===== src/verilog/hdr_check_consts.vh =====
// Operation
// - crc-8 over four header bytes, x8+x2+x+1
// - coset option xors 0x55 into inserted byte
// - control 0 bit 6 enables header verification
// - mismatch raises interrupt, active-low pin low
// - mismatch sets status bit 1, read clears
// - mismatch increments 32-bit tally, read clears
// - tally as four bytes, msb lowest address
// - tally saturates at all ones until read
// - erred headers never corrected, passed or dropped
// - erred cell discarded unless recompute enabled
// - recompute inserts fresh byte while verification is on, no discards
// - invert bit flips inserted byte when recomputing
// - verification off passes all cells silently
`ifndef HDR_CHECK_CONSTS_VH
`define HDR_CHECK_CONSTS_VH

// register offsets on the microprocessor port
`define OFS_CTRL_LOW 8'h03
`define OFS_CTRL_HIGH 8'h02
`define OFS_IRQ_STATUS 8'h0B
`define OFS_TALLY_B3 8'h30
`define OFS_TALLY_B2 8'h31
`define OFS_TALLY_B1 8'h32
`define OFS_TALLY_B0 8'h33

// field positions
`define BIT_HEC_INVERT 7
`define BIT_CHECK_EN 6
`define BIT_RECALC_EN 0
`define BIT_COSET_EN 1
`define BIT_HDR_ERR_STAT 1

// writable masks and reset values
`define CTRL_LOW_WMASK 8'hF9
`define CTRL_LOW_RST 8'h00
`define CTRL_HIGH_RST 8'h00
`define TALLY_RST 32'h00000000
`define TALLY_MAX 32'hFFFFFFFF

// code constants
`define CRC_POLY 8'h07
`define COSET_MASK 8'h55
`define INVERT_MASK 8'hFF

// cell geometry
`define CELL_LEN 6'h35
`define HDR_LEN 6'h04
`define HEC_POS 6'h04

`endif


===== src/verilog/cell_fifo.v =====
`timescale 1ns/1ns
// small fifo with a registered output stage
module cell_fifo #(
   parameter WIDTH = 9,
   parameter DEPTH = 8,
   parameter AW = 3
) (
   // clock and reset
   input wire mclk,
   input wire rst,
   // filling side
   input wire in_valid,
   output wire in_ready,
   input wire [WIDTH-1:0] in_data,
   // draining side
   output reg out_valid_r,
   input wire out_ready,
   output reg [WIDTH-1:0] out_data_r
);
   reg [WIDTH-1:0] mem [0:DEPTH-1]; // storage words
   reg [AW-1:0] wr_ptr_r; // write index
   reg [AW-1:0] rd_ptr_r; // read index
   reg [AW:0] cnt_r; // words held in storage
   wire in_fire;
   wire load;
   wire mem_empty;
   wire bypass;
   wire pop;
   wire push;

   // honest full: storage only, output stage counts extra
   assign in_ready = (cnt_r < DEPTH);
   assign in_fire = in_valid & in_ready;
   assign load = ~out_valid_r | out_ready;
   assign mem_empty = (cnt_r == {(AW+1){1'b0}});
   // an empty store lets a word skip straight to the output
   assign bypass = load & mem_empty & in_fire;
   assign pop = load & ~mem_empty;
   assign push = in_fire & ~bypass;

   // storage write
   always @(posedge mclk) begin
      if (push) begin
         mem[wr_ptr_r] <= in_data;
      end
   end

   // pointers, count and output stage
   always @(posedge mclk or posedge rst) begin
      if (rst) begin
         wr_ptr_r <= {AW{1'b0}};
         rd_ptr_r <= {AW{1'b0}};
         cnt_r <= {(AW+1){1'b0}};
         out_valid_r <= 1'b0;
         out_data_r <= {WIDTH{1'b0}};
      end else begin
         if (push) begin
            wr_ptr_r <= wr_ptr_r + 1'b1;
         end
         if (pop) begin
            rd_ptr_r <= rd_ptr_r + 1'b1;
            out_data_r <= mem[rd_ptr_r];
         end else if (bypass) begin
            out_data_r <= in_data;
         end
         if (push & ~pop) begin
            cnt_r <= cnt_r + 1'b1;
         end else if (pop & ~push) begin
            cnt_r <= cnt_r - 1'b1;
         end
         if (load) begin
            out_valid_r <= pop | bypass;
         end
      end
   end
endmodule


===== src/verilog/hdr_check_insert.v =====
`timescale 1ns/1ns
`include "hdr_check_consts.vh"
// header check, tally and insertion stage of the transmit cell path
module hdr_check_insert #(
   parameter FIFO_DEPTH = 8,
   parameter FIFO_AW = 3
) (
   // clock and reset
   input wire mclk,
   input wire rst,
   // microprocessor port
   input wire [7:0] up_addr,
   input wire up_wr,
   input wire up_rd,
   input wire [7:0] up_wdata,
   output reg [7:0] up_rdata_r,
   // interrupt pin, active low
   output wire irq_n,
   // cells from idle generator and user filter
   input wire cell_in_valid,
   output reg cell_in_ready,
   input wire [7:0] cell_in_data,
   input wire cell_in_soc,
   // cells toward the transmit data path
   output wire cell_out_valid,
   input wire cell_out_ready,
   output wire [7:0] cell_out_data,
   output wire cell_out_soc
);
   localparam ST_HDR = 2'b00; // collecting five header bytes
   localparam ST_EMIT = 2'b01; // pushing header into fifo
   localparam ST_PAY = 2'b10; // passing or dropping payload

   // one byte step of the serial crc
   function [7:0] crc8_step;
      input [7:0] crc;
      input [7:0] din;
      reg [7:0] c;
      integer i;
      begin
         c = crc ^ din;
         for (i = 0; i < 8; i = i + 1) begin
            c = c[7] ? ({c[6:0], 1'b0} ^ `CRC_POLY) : {c[6:0], 1'b0};
         end
         crc8_step = c;
      end
   endfunction

   reg [7:0] ctrl_low_r; // control byte 0
   reg [7:0] ctrl_high_r; // control byte 1
   reg hdr_err_stat_r; // sticky header error status
   reg [31:0] tally_r; // live error tally
   reg [31:0] snap_r; // tally copy taken when msb byte is read
   reg [1:0] state_r;
   reg [1:0] state_nxt;
   reg [5:0] idx_r; // byte index within cell
   reg [7:0] crc_r; // running crc of header bytes
   reg [7:0] hdr0_r;
   reg [7:0] hdr1_r;
   reg [7:0] hdr2_r;
   reg [7:0] hdr3_r;
   reg [7:0] hec_r; // byte to send in fifth octet
   reg drop_r; // current cell is being discarded
   reg [2:0] emit_r; // header byte being emitted
   reg fifo_in_valid;
   reg [8:0] fifo_in_data;
   wire fifo_in_ready;
   wire [8:0] fifo_out_data;
   wire in_fire;
   wire check_en;
   wire recalc_on;
   wire [7:0] coset_term;
   wire [7:0] expect_hec;
   wire [7:0] insert_hec;
   wire hec_arrive;
   wire hdr_err;
   wire rd_stat;
   wire rd_tally_msb;

   assign check_en = ctrl_low_r[`BIT_CHECK_EN];
   // recompute bit means nothing while checking is off
   assign recalc_on = check_en & ctrl_high_r[`BIT_RECALC_EN];
   // coset only lands on a recomputed byte
   assign coset_term = (recalc_on & ctrl_high_r[`BIT_COSET_EN]) ?
      `COSET_MASK : 8'h00;
   assign expect_hec = crc_r ^ (ctrl_high_r[`BIT_COSET_EN] ?
      `COSET_MASK : 8'h00);
   assign insert_hec = crc_r ^ coset_term ^
      (ctrl_low_r[`BIT_HEC_INVERT] ? `INVERT_MASK : 8'h00);
   assign in_fire = cell_in_valid & cell_in_ready;
   assign hec_arrive = in_fire & (state_r == ST_HDR) &
      ~cell_in_soc & (idx_r == `HEC_POS);
   // mismatch only counts while checking is on
   assign hdr_err = hec_arrive & check_en &
      (cell_in_data != expect_hec);
   assign rd_stat = up_rd & (up_addr == `OFS_IRQ_STATUS);
   assign rd_tally_msb = up_rd & (up_addr == `OFS_TALLY_B3);
   assign irq_n = ~hdr_err_stat_r;

   // control registers
   always @(posedge mclk or posedge rst) begin
      if (rst) begin
         ctrl_low_r <= `CTRL_LOW_RST;
         ctrl_high_r <= `CTRL_HIGH_RST;
      end else if (up_wr) begin
         if (up_addr == `OFS_CTRL_LOW) begin
            // bits 2 and 1 are read-only zero
            ctrl_low_r <= up_wdata & `CTRL_LOW_WMASK;
         end
         if (up_addr == `OFS_CTRL_HIGH) begin
            ctrl_high_r <= up_wdata;
         end
      end
   end

   // sticky status, a new error beats the clearing read
   always @(posedge mclk or posedge rst) begin
      if (rst) begin
         hdr_err_stat_r <= 1'b0;
      end else if (hdr_err) begin
         hdr_err_stat_r <= 1'b1;
      end else if (rd_stat) begin
         hdr_err_stat_r <= 1'b0;
      end
   end

   // saturating tally, cleared by reading its top byte
   always @(posedge mclk or posedge rst) begin
      if (rst) begin
         tally_r <= `TALLY_RST;
         snap_r <= `TALLY_RST;
      end else begin
         if (rd_tally_msb) begin
            // copy keeps the four bytes coherent across reads
            snap_r <= tally_r;
            tally_r <= hdr_err ? 32'h00000001 : `TALLY_RST;
         end else if (hdr_err & (tally_r != `TALLY_MAX)) begin
            tally_r <= tally_r + 32'h00000001;
         end
      end
   end

   // read data, registered one cycle after the strobe
   always @(posedge mclk or posedge rst) begin
      if (rst) begin
         up_rdata_r <= 8'h00;
      end else if (up_rd) begin
         case (up_addr)
            `OFS_CTRL_LOW: up_rdata_r <= ctrl_low_r;
            `OFS_CTRL_HIGH: up_rdata_r <= ctrl_high_r;
            `OFS_IRQ_STATUS: begin
               up_rdata_r <= {6'h00, hdr_err_stat_r, 1'b0};
            end
            `OFS_TALLY_B3: up_rdata_r <= tally_r[31:24];
            `OFS_TALLY_B2: up_rdata_r <= snap_r[23:16];
            `OFS_TALLY_B1: up_rdata_r <= snap_r[15:8];
            `OFS_TALLY_B0: up_rdata_r <= snap_r[7:0];
            default: up_rdata_r <= 8'h00;
         endcase
      end
   end

   // next state and stream handshake
   always @* begin
      state_nxt = state_r;
      cell_in_ready = 1'b0;
      fifo_in_valid = 1'b0;
      fifo_in_data = 9'h000;
      case (state_r)
         ST_HDR: begin
            // header bytes are held locally, so never stall here
            cell_in_ready = 1'b1;
            if (hec_arrive) begin
               // drop skips emission and swallows the payload
               state_nxt = (hdr_err & ~recalc_on) ? ST_PAY : ST_EMIT;
            end
         end
         ST_EMIT: begin
            fifo_in_valid = 1'b1;
            case (emit_r)
               3'd0: fifo_in_data = {1'b1, hdr0_r};
               3'd1: fifo_in_data = {1'b0, hdr1_r};
               3'd2: fifo_in_data = {1'b0, hdr2_r};
               3'd3: fifo_in_data = {1'b0, hdr3_r};
               default: fifo_in_data = {1'b0, hec_r};
            endcase
            if (fifo_in_ready & (emit_r == 3'd4)) begin
               state_nxt = ST_PAY;
            end
         end
         ST_PAY: begin
            // a dropped cell drains at full rate
            cell_in_ready = drop_r | fifo_in_ready;
            fifo_in_valid = ~drop_r & cell_in_valid;
            fifo_in_data = {1'b0, cell_in_data};
            if (in_fire & (idx_r == `CELL_LEN - 6'h01)) begin
               state_nxt = ST_HDR;
            end
         end
         default: state_nxt = ST_HDR;
      endcase
   end

   // cell sequencing and header capture
   always @(posedge mclk or posedge rst) begin
      if (rst) begin
         state_r <= ST_HDR;
         idx_r <= 6'h00;
         crc_r <= 8'h00;
         hdr0_r <= 8'h00;
         hdr1_r <= 8'h00;
         hdr2_r <= 8'h00;
         hdr3_r <= 8'h00;
         hec_r <= 8'h00;
         drop_r <= 1'b0;
         emit_r <= 3'd0;
      end else begin
         state_r <= state_nxt;
         if ((state_r == ST_HDR) & in_fire) begin
            if (cell_in_soc) begin
               // start flag always realigns to byte 0
               hdr0_r <= cell_in_data;
               crc_r <= crc8_step(8'h00, cell_in_data);
               idx_r <= 6'h01;
            end else if (idx_r < `HDR_LEN) begin
               if (idx_r == 6'h01) hdr1_r <= cell_in_data;
               if (idx_r == 6'h02) hdr2_r <= cell_in_data;
               if (idx_r == 6'h03) hdr3_r <= cell_in_data;
               if (idx_r != 6'h00) begin
                  crc_r <= crc8_step(crc_r, cell_in_data);
                  idx_r <= idx_r + 6'h01;
               end
            end else begin
               // received byte kept unless recomputing
               hec_r <= recalc_on ? insert_hec : cell_in_data;
               drop_r <= hdr_err & ~recalc_on;
               emit_r <= 3'd0;
               idx_r <= idx_r + 6'h01;
            end
         end
         if ((state_r == ST_EMIT) & fifo_in_ready) begin
            emit_r <= emit_r + 3'd1;
         end
         if ((state_r == ST_PAY) & in_fire) begin
            idx_r <= (idx_r == `CELL_LEN - 6'h01) ? 6'h00 :
               idx_r + 6'h01;
         end
      end
   end

   // output buffer, its ready stalls the payload path
   cell_fifo #(
      .WIDTH(9),
      .DEPTH(FIFO_DEPTH),
      .AW(FIFO_AW)
   ) u_out_fifo (
      .mclk(mclk),
      .rst(rst),
      .in_valid(fifo_in_valid),
      .in_ready(fifo_in_ready),
      .in_data(fifo_in_data),
      .out_valid_r(cell_out_valid),
      .out_ready(cell_out_ready),
      .out_data_r(fifo_out_data)
   );

   assign cell_out_data = fifo_out_data[7:0];
   assign cell_out_soc = fifo_out_data[8];
endmodule


===== config.mk =====
export PLATFORM = sky130hd
export DESIGN_NAME = hdr_check_insert
export DESIGN_NICKNAME = d
export VERILOG_FILES = /design/src/verilog/cell_fifo.v /design/src/verilog/hdr_check_insert.v
export VERILOG_INCLUDE_DIRS = /design/src /design/src/verilog
export SDC_FILE = /design/constraint.sdc
export NUM_CORES = 1
export LEC_CHECK = 0
export ABC_AREA = 1
export BUFFER_PORTS_ARGS = -buffer_cell sky130_fd_sc_hd__buf_2
export CAP_MARGIN = 30
export CORE_MARGIN = 1
export CORE_UTILIZATION = 60
export DETAILED_ROUTE_END_ITERATION = 7
export GPL_TIMING_DRIVEN = 0
export HOLD_SLACK_MARGIN = 0.02
export PLACE_DENSITY = 0.83
export SLEW_MARGIN = 40
export SYNTH_ARGS = -nofsm -noshare
export SYNTH_HDL_FRONTEND = slang
export SYNTH_SLANG_ARGS = --single-unit

===== constraint.sdc =====
create_clock -name mclk -period 9.1 [get_ports mclk]
set_input_delay 1.82 -clock mclk [delete_from_list [all_inputs] [get_ports mclk]]
set_output_delay 1.82 -clock mclk [all_outputs]
set_load 0.005 [all_outputs]

==> results of run 1 <==
==> area by class of cell <==
cell class,instances,area [µm²]
fill,1637,6340
inverter,139,529
tap,270,338
clock inverter,18,238
sequential,231,6140
clock buffer,28,637
multi-input combinational,1185,5560
timing repair buffer,46,275
buffer,56,307
==> worst max path at each step <==
stage / startpoint / end / slack (ns) / cells past startpoint
floorplan: rst / crc_r[0]$_DFFE_PP0P_ / 2.99 / 1
global placement: rst / tally_r[23]$_DFFE_PP0P_ / 1.21 / 2
global route: state_r[0]$_DFFE_PP0P_ / cell_in_ready / 5.36 / 6
CTS: state_r[0]$_DFFE_PP0P_ / cell_in_ready / 5.45 / 6
detailed placement: cell_out_ready / u_out_fifo.mem[4][4]$_DFFE_PP_ / 4.96 / 7
finish: state_r[0]$_DFFE_PP0P_ / cell_in_ready / 5.45 / 6
==> cell families after synthesis <==
group,Yosys count
AND/OR/NAND/NOR,922
flip-flops,231
AO/OA/AOI/OAI,200
buffers and inverters,195
XOR/XNOR,44
adder cells (fa/ha/maj),19
==> flip-flops by register name, indices dropped and copies added, names as in the netlist, 9 cells and up <==
register and flops:
u_out_fifo.out_data_r 9, snap_r 24, tally_r 32, u_out_fifo.mem 72
==> metal layers <==
layer,vias to the layer above,part of all wire (%),wire length (µm)
met5,-,0,0
met4,0,2.9,947
met3,77,7.3,2360
met2,458,47,15300
met1,5184,43,13900
li1,5323,-,-
==> stage by stage <==
step / setup WS, ns / util (%) / hold WS, ns / power, mW
6_report: 5.45 / 68.9 / 0.473 / 3.80
5_1_grt: 5.36 / 68.9 / 0.489 / 4.03
4_1_cts: 5.45 / 68.8 / 0.480 / 3.79
3_5_place_dp: 4.96 / 64.5 / 0.463 / 2.69
3_3_place_gp: 1.21 / 64.2 / 0.460 / 2.63
2_1_floorplan: 2.99 / - / 0.449 / 2.33
==> placed cells by master, fill, tap and decap left out, types with 6 or more instances in the layout <==
master | netlist | layout
nor2_1 | 215 | 209
clkbuf_16 | 0 | 25
nand2_1 | 540 | 540
nor3_1 | 13 | 13
o21ai_1 | 32 | 32
a21oi_1 | 47 | 47
a31oi_1 | 6 | 6
nand2_2 | 8 | 8
edfxtp_1 | 72 | 72
nor2_2 | 10 | 16
clkbuf_1 | 16 | 19
dfrtp_1 | 159 | 159
ha_1 | 18 | 18
o21ai_0 | 87 | 87
buf_6 | 6 | 6
nand3_1 | 110 | 110
buf_2 | 25 | 69
xor2_1 | 36 | 36
o211ai_1 | 15 | 15
xnor2_1 | 8 | 8
inv_1 | 127 | 126
inv_2 | 10 | 10
==> where the power goes <==
part,leakage [nW],switching (mW),internal [mW],total [mW]
Combinational,3.51,0.851,0.416,1.27
Clock,0.420,0.438,0.651,1.09
Sequential,2.72,0.139,1.30,1.44
==> tightest hold or removal path, cell delays in order (launching register included) <==
cell     delay (ns)
dfrtp_1        0.34
nand2_1        0.05
nand2_1        0.05
==> results_dict.tcl, run 1 <==
set metrics [dict create \
    yosysMostFrequentCell "nand2_1" \
    syn_inst 1611 \
    whs_endpoint "up_rdata_r[5]$_DFFE_PP0P_" \
    synthFlopType "dfrtp_1" \
    place_congestion 0.941 \
    cp_slowest_cell "dfrtp_1" \
    grt_pass1_vias 10548 \
    skew_ns 0.0159 \
    die_area_um2 21400 \
    busiest_layer "met2" \
    grt_max_degree 60 \
    tightest_slew_ns 0.823 \
    maxSlewViolCount 0 \
    synth_area_leaders "dfrtp_1, edfxtp_1, nand2_1, nor2_1, nand3_1" \
    cts_max_path_buffers 3 \
    cts_resized 0 \
    max-cap-violations 0 \
    worst_setup_path_end_kind "primary output" \
    ff2ff_setup_slack_ns 6.34 \
    worstPathCellList "inv_1 > ha_1 > buf_4 > nand2_1 > o21bai_2 > buf_2" \
    finalNonFillerCells 1973 \
    port_buffers 44 \
    synth_top_cell_by_area "dfrtp_1" \
    drt_iter0_drc 1000 \
    min_period_over_period_pct 40.1 \
    core_um2 20400 \
    cts_made_buffers 25 \
    yosys.area_share.adder_pct 1.96 \
    post-cts-setup-buffers 0 \
    netlist_area_um2 12500 \
    dpl.cell_count 1927 \
    timing.fmax_mhz 274 \
    finalSetupTns_ns 0 \
    hold_path_depth 2 \
    synth-simple-area-share_pct 30.5 \
    clkTransAtPathRegs_ns 0.07 \
    holdBufCountCts 0 \
    vias 11042 \
    final_area_um2 14000 \
    yosys.area_share.xor_xnor_pct 3.08 \
    worstHoldPathType "reg -> reg" \
    synth_top_family_by_area "simple AND/OR/NAND/NOR gates" \
    rsz0062_at_grt "false" \
    drt_pass1_iterations 6 \
    vias_per_cell 5.60 \
    timing.rr.end "u_out_fifo.mem[0][3]$_DFFE_PP_" \
    antenna_found_initial 0 \
    die_h_um 146 \
    path_buf_inv 3 \
    grt_use_met2_pct 50.9 \
    slew_headroom_pct 44.9 \
    synth_compound_area_share_pct 8.76 \
    synthTopCellsByCount "nand2_1, nor2_1, dfrtp_1" \
    htree_num_levels 1 \
    ir_drop_mv 0.194 \
    placed_cell_area_um2 13100 \
    hold_violations 0 \
    synth_edf_count 72 \
    diodes 0 \
    cp_max_fo 8 \
    min_period_ns 3.65 \
    worstPathRequired_ns 7.28 \
    num_io_pins 51 \
    powerDensity_nw_per_um2 271 \
    yosys-mux-area-fraction_pct 0 \
    synth_top_area_share_pct 31.8 \
    drive_gt1_share_pct 10.6 \
    root_buffer "clkbuf_16" \
    ys_seq_area_share_pct 49.1 \
    die_x_um 146 \
    overflow 0 \
    grt_use_met1_pct 43.2 \
    rr_worst_depth 10 \
    critical_path.top_delay_family "buffers and inverters" \
    numClockSinks 231 \
    route.detailed.drc 0 \
    ys_types 45 \
    worstPathArrival_ns 1.83 \
    slowest_delay_ns 0.40 \
    r2r_start "state_r[0]$_DFFE_PP0P_" \
    grt_pass1_wl_um 52800 \
    leakagePower_nw 6.65 \
    hp-start "up_rdata_r[5]$_DFFE_PP0P_" \
    wl_per_cell_um 16.5 \
    async_flop_share_pct 68.8 \
    met3_usage_pct 3.22 \
    nets 1734 \
    critPathKind "reg -> out" \
    track_usage_pct 30.9 \
    yosys_warnings 0 \
    clkLatencyLatePin_ns 0.54 \
    syn_nets 1661 \
    hpwl_um 23200 \
    num_rows 52 \
    finalWirelength_um 32500 \
    start_util_pct 61.4 \
    cts_tree "done" \
    area_delta_synth_final_pct 12.1 \
    synth.avg_cell_area_um2 7.76 \
    synth-seq-cells 231 \
    antenna_left 0 \
    status "completed" \
    setup_violations 0 \
    crit_path_start_kind "flop" \
]
(Power assumes the default switching activity.)
==> inputs of run 2 (changes only) <==
==> constraint.sdc (replaced) <==
create_clock -name mclk -period 3.4 [get_ports mclk]
set_input_delay 0.68 -clock mclk [delete_from_list [all_inputs] [get_ports mclk]]
set_output_delay 0.68 -clock mclk [all_outputs]
set_load 0.005 [all_outputs]
==> run 2 against run 1 <==
Net effect: power grew to 2.7 times the previous value; critical path depth grew 4; sequential power grew to 2.7 times the previous value; worst hold slack lost 0.32 ns; via count grew 1.5%; clock-buffer cell count grew 5; sequential share of layout area shrank 0.34 points; design area grew 0.79%; wire length shrank 0.26%; combinational power grew to 2.7 times the previous value; sequential cell count is the same; largest power group unchanged.
==> results_dict.tcl, run 2 (synthesis gave the netlist of run 1 again) <==
set metrics [dict create \
    slowest_delay_ns 0.64 \
    place_congestion 0.935 \
    clkLatencyLatePin_ns 0.54 \
    skew_ns 0.0168 \
    min_period_ns 2.86 \
    nets 1739 \
    grt_pass1_wl_um 52700 \
    cts_resized 0 \
    finalWirelength_um 32400 \
    root_buffer "clkbuf_16" \
    vias_per_cell 5.66 \
    largest-register "u_out_fifo.mem" \
    placed_cell_area_um2 13300 \
    powerDensity_nw_per_um2 716 \
    max-cap-violations 0 \
    timing.fmax_mhz 350 \
    vias 11205 \
    overflow 0 \
    tightest_slew_ns 0.819 \
    layout_setup_ws_ns 0.543 \
    hold_violations 0 \
    largest_register_ffs 72 \
    timing.critical_path.mode_cell "inv_1" \
    cp_max_fo 9 \
    worstPathRequired_ns 3.56 \
    core_um2 20400 \
    clkTransAtPathRegs_ns 0.06 \
    layout_commonest_cell "nand2_1" \
    grt_pass1_vias 10551 \
    crit_path_start_kind "flop" \
    status "completed" \
    post-cts-setup-buffers 0 \
    ir_drop_mv 0.640 \
    cts_tree "done" \
    setup_violations 0 \
    diodes 0 \
    antenna_found_initial 0 \
    cp_slowest_cell "nor2_1" \
    final_area_um2 14100 \
    final_cell_mix "nand2_1, nor2_1, dfrtp_1" \
    path_buf_inv 3 \
    worst_setup_path_end_kind "flop" \
    antenna_left 0 \
    rsz0062_at_grt "false" \
    track_usage_pct 30.8 \
    num-fill-cells 1607 \
    grt_max_degree 27 \
    die_h_um 146 \
    num_rows 52 \
    cp.depth 10 \
    port_buffers 44 \
    worstPathCellList "inv_1 > ha_1 > buf_4 > nand2_2 > o21ai_1 > nand3_2 > nor2_4 > inv_1 > or2_2 > nor2_1" \
    min_period_over_period_pct 84.0 \
    hpwl_um 23700 \
    holdBufCountCts 0 \
    area_delta_synth_final_pct 13.0 \
    reg_top3 "u_out_fifo.mem x72, tally_r x32, snap_r x24" \
    slew_headroom_pct 45.2 \
    maxSlewViolCount 0 \
    cts_made_buffers 25 \
    htree_num_levels 1 \
    drt_iter0_drc 1059 \
    worstHoldPathType "in -> async" \
    leakagePower_nw 6.70 \
    drt_pass1_iterations 6 \
    cts_max_path_buffers 3 \
    wl_per_cell_um 16.4 \
    post-place-ws_ns 0.417 \
    num_io_pins 51 \
    drive_gt1_share_pct 10.8 \
    critical_path.top_delay_family "simple AND/OR/NAND/NOR gates" \
    critPathKind "reg -> reg" \
    rr_worst_depth 10 \
    die_area_um2 21400 \
    worstPathArrival_ns 3.02 \
    die_x_um 146 \
    numClockSinks 231 \
    route.detailed.drc 0 \
    start_util_pct 61.4 \
]
run 2: cell count changes in the layout (fill, tap and decap cells not counted), moves of 2 or more:
cell,previous run,this run
clkbuf_8,0,5
buf_16,2,5
buf_12,0,2
bufinv_16,5,3
clkinv_1,2,4
inv_6,2,0
run 2: path summary, 6_finish.rpt:
path | startpoint | endpoint | slack [ns]
min in group mclk | up_wdata[2] | ctrl_high_r[2]$_DFFE_PP0P_ | 0.39
worst min-delay path | rst | idx_r[0]$_DFFE_PP0P_ | 0.15
worst max register to register | state_r[0]$_DFFE_PP0P_ | u_out_fifo.mem[6][2]$_DFFE_PP_ | 0.54
max in group asynchronous | rst | tally_r[23]$_DFFE_PP0P_ | 2.41
worst min register to register | u_out_fifo.out_data_r[6]$_DFFE_PP0P_ | u_out_fifo.out_data_r[6]$_DFFE_PP0P_ | 0.48
worst max-delay path | state_r[0]$_DFFE_PP0P_ | u_out_fifo.mem[6][2]$_DFFE_PP_ | 0.54
run 2: metal layers:
layer | global-route usage (%) | share of wire (%)
met1 | 43.1 | 42
met2 | 49.7 | 47
met3 | 3.38 | 7.4
met4 | 11.8 | 3.6
met5 | 0 | 0
run 2: layout make-up:
cell class              count  area (µm²)  share of cell area [%]
plain buffers              56         307                    2.17
clock buffers              33         706                    4.99
clock inverters            13         160                    1.13
inverters                 139         526                    3.72
multi-input cells        1185        5560                    39.3
flip-flops and latches    231        6140                    43.4
well taps                 270         338                    2.39
repair buffers             51         398                    2.81
run 2: stage by stage:
stage | setup TNS (ns) | util, % | total power, mW | hold slack [ns] | cells
4_1_cts | 0 | 69.4 | 10.1 | 0.157 | 1978
5_1_grt | 0 | 69.4 | 10.7 | 0.185 | 1978
3_3_place_gp | -41.80 | 64.2 | 7.03 | 0.460 | 1925
2_1_floorplan | 0 | - | 6.23 | 0.449 | 1611
3_5_place_dp | 0 | 65.1 | 7.21 | 0.465 | 1932
6_report | 0 | 69.4 | 10.1 | 0.155 | 1978
run 2: where the power goes:
group	total [mW]	switching [mW]	internal (mW)
Combinational	3.41	2.28	1.13
Sequential	3.85	0.367	3.49
Clock	2.86	1.16	1.70
Total	10.1	3.80	6.31
==> inputs of run 3 (changes only) <==
--- a/config.mk
+++ b/config.mk
@@ -6,7 +6,7 @@
 export SDC_FILE = /design/constraint.sdc
 export NUM_CORES = 1
 export LEC_CHECK = 0
-export ABC_AREA = 1
+export ABC_AREA = 0
 export BUFFER_PORTS_ARGS = -buffer_cell sky130_fd_sc_hd__buf_2
 export CAP_MARGIN = 30
 export CORE_MARGIN = 1
==> constraint.sdc (replaced) <==
create_clock -name mclk -period 2.82 [get_ports mclk]
set_input_delay 0.564 -clock mclk [delete_from_list [all_inputs] [get_ports mclk]]
set_output_delay 0.564 -clock mclk [all_outputs]
set_load 0.005 [all_outputs]
==> run 3 against run 2 <==
Net effect: the run now ends with design-rule violations left; combinational power is 15% higher; first-iteration DRC count is 37% lower; clock-buffer cell count is 4 lower; utilization is 1.9 points higher; worst hold slack worse by 0.12 ns; via count is 25% lower; power is 16% higher; design area is 8.2% lower; non-clock buffer count is 6 higher; clock power is 12% higher; clock skew is 0.0067 ns higher; critical path type unchanged.
==> results_dict.tcl, run 3 <==
set metrics [dict create \
    status "complete, but fails checks" \
    failed_checks "design-rule violations" \
    hold_violations 0 \
    syn_nets 1037 \
    reg_top3 "u_out_fifo.mem x72, tally_r x32, snap_r x24" \
    worstPathRequired_ns 3.24 \
    critical_path.top_delay_family "compound AO/OA/AOI/OAI gates" \
    nets 1120 \
    route.detailed.drc 3 \
    synth-seq-cells 231 \
    yosys_warnings 0 \
    cp_max_fo 5 \
    place_congestion 0.850 \
    worst_setup_path_end_kind "flop" \
    worstPathArrival_ns 3.17 \
    leakagePower_nw 5.44 \
    post-place-ws_ns -0.497 \
    die_h_um 139 \
    synthFlopType "dfrtp_1" \
    timing.fmax_mhz 363 \
    slowest_delay_ns 0.45 \
    hpwl_um 18400 \
    finalWirelength_um 27900 \
    clkTransAtPathRegs_ns 0.06 \
    busiest_layer "met2" \
    die_x_um 139 \
    synthTopCellsByCount "dfrtp_1, nand2_1, edfxtp_1" \
    diodes 0 \
    track_usage_pct 29.7 \
    met3_usage_pct 3.80 \
    grt_pass1_wl_um 44800 \
    start_util_pct 61.9 \
    port_buffers 41 \
    grt_max_degree 27 \
    vias 8398 \
    ys_types 64 \
    async_flop_share_pct 68.8 \
    cts_tree "done" \
    root_buffer "clkbuf_16" \
    powerDensity_nw_per_um2 908 \
    numClockSinks 231 \
    layout_setup_ws_ns 0.0621 \
    largest-register "u_out_fifo.mem" \
    rsz0062_at_grt "true" \
    final_cell_mix "dfrtp_1, nand2_1, edfxtp_1" \
    synth_area_leaders "dfrtp_1, edfxtp_1, mux2_2, nand2_1, mux4_2" \
    worstPathCellList "inv_1 > ha_1 > o21ai_2 > or2_2 > clkbuf_1 > nand2b_4 > ha_1 > a21o_1 > a211oi_2 > xnor2_1" \
    cts_made_buffers 24 \
    skew_ns 0.0235 \
    setup_violations 0 \
    critPathKind "reg -> reg" \
    cp_slowest_cell "dfrtp_2" \
    htree_num_levels 1 \
    core_um2 18200 \
    synth_top_area_share_pct 35.3 \
    synth.avg_cell_area_um2 11.4 \
    utilization_pct 71.3 \
    yosysMostFrequentCell "dfrtp_1" \
    synth_top_cell_by_area "dfrtp_1" \
    min_period_ns 2.76 \
    tightest_slew_ns 0.711 \
    num_rows 49 \
    wl_per_cell_um 21.2 \
    drive_gt1_share_pct 20.6 \
    netlist_area_um2 11300 \
    vias_per_cell 6.38 \
    antenna_left 0 \
    clkLatencyLatePin_ns 0.54 \
    worstHoldPathType "in -> async" \
    timing.critical_path.mode_cell "ha_1" \
    antenna_found_initial 0 \
    grt_pass1_vias 8443 \
    die_area_um2 19300 \
    overflow 0 \
    drt_iter0_drc 669 \
    syn_inst 987 \
    largest_register_ffs 72 \
    layout_commonest_cell "dfrtp_1" \
    grt_use_met1_pct 37.7 \
    path_buf_inv 2 \
    maxSlewViolCount 0 \
    area_delta_synth_final_pct 15.1 \
    ir_drop_mv 0.635 \
    hold-worst-slack_ns 0.0303 \
    crit_path_start_kind "flop" \
    slew_headroom_pct 52.6 \
    holdBufCountCts 0 \
    synth_edf_count 72 \
    num_io_pins 51 \
    min_period_over_period_pct 97.8 \
    max-cap-violations 0 \
    grt_use_met2_pct 51.3 \
    ys_seq_area_share_pct 54.5 \
    cts_max_path_buffers 3 \
    drt_pass1_iterations 8 \
]
==> run 3: final cells by class <==
type	instances	area, µm²
plain buffers	56	241
multi-input cells	672	4920
well taps	229	287
inverters	28	109
fillers	1196	5230
flip-flops and latches	231	6140
clock inverters	15	165
clock buffers	29	629
repair buffers	57	485
==> run 3: power breakdown <==
group	total, mW	internal, mW	switching (mW)
sequential	4.65	4.22	0.427
clock	3.20	1.87	1.33
combinational	3.93	1.73	2.20
==> run 3: per-layer routing <==
metal	up-vias	routed length [µm]
met5	-	0
met4	0	1030
met3	78	1490
met2	346	14200
met1	4215	11100
li1	3759	-
==> run 3: path summary, 6_finish.rpt <==
check / slack (ns) / to / start / depth (start not counted)
max reg2reg: 0.06 / u_out_fifo.cnt_r[3]$_DFFE_PP0P_ / state_r[1]$_DFFE_PP0P_ / 10
max: 0.06 / u_out_fifo.cnt_r[3]$_DFFE_PP0P_ / state_r[1]$_DFFE_PP0P_ / 10
min in group mclk: 0.27 / ctrl_low_r[4]$_DFFE_PP0P_ / up_wdata[4] / 2
max in group asynchronous: 1.82 / hdr0_r[5]$_DFFE_PP0P_ / rst / 6
min: 0.03 / tally_r[21]$_DFFE_PP0P_ / rst / 2
min reg2reg: 0.47 / u_out_fifo.out_data_r[6]$_DFFE_PP0P_ / u_out_fifo.out_data_r[6]$_DFFE_PP0P_ / 2
==> run 3: cells by family after synthesis <==
group | count (synthesis) | synth area share, %
AO/OA/AOI/OAI | 191 | 10.6
XOR/XNOR | 58 | 4.50
adder cells (fa/ha/maj) | 19 | 2.17
buffers and inverters | 84 | 3.07
flip-flops | 231 | 54.5
multiplexers | 95 | 11.5
AND/OR/NAND/NOR | 309 | 13.7
==> run 3: repair_timing <==
action                     4_1_cts  5_1_grt
setup endpoints to repair      157      118
resized for setup               20        6
setup buffers                    8        1
gates cloned                     0        0
pin swaps                        7        0
==> run 3: worst reg2reg max path, stage by stage (launching register included) <==
cell and delay (ns):
dfrtp_2 0.45, inv_1 0.13, ha_1 0.34, o21ai_2 0.16
or2_2 0.29, clkbuf_1 0.18, nand2b_4 0.20, ha_1 0.30
a21o_1 0.20, a211oi_2 0.30, xnor2_1 0.11
==> run 3: stage by stage <==
| stage | instance area [µm²] | instances | setup TNS [ns] | power, mW |
|---|---|---|---|---|
| 2_1_floorplan | 11300 | 987 | 0 | 7.29 |
| 3_3_place_gp | 11800 | 1257 | -157.66 | 8.04 |
| 3_5_place_dp | 12000 | 1264 | -41.71 | 8.32 |
| 4_1_cts | 12900 | 1316 | 0 | 11.6 |
| 5_1_grt | 13000 | 1317 | -0.114 | 12.3 |
| 6_report | 13000 | 1317 | 0 | 11.8 |
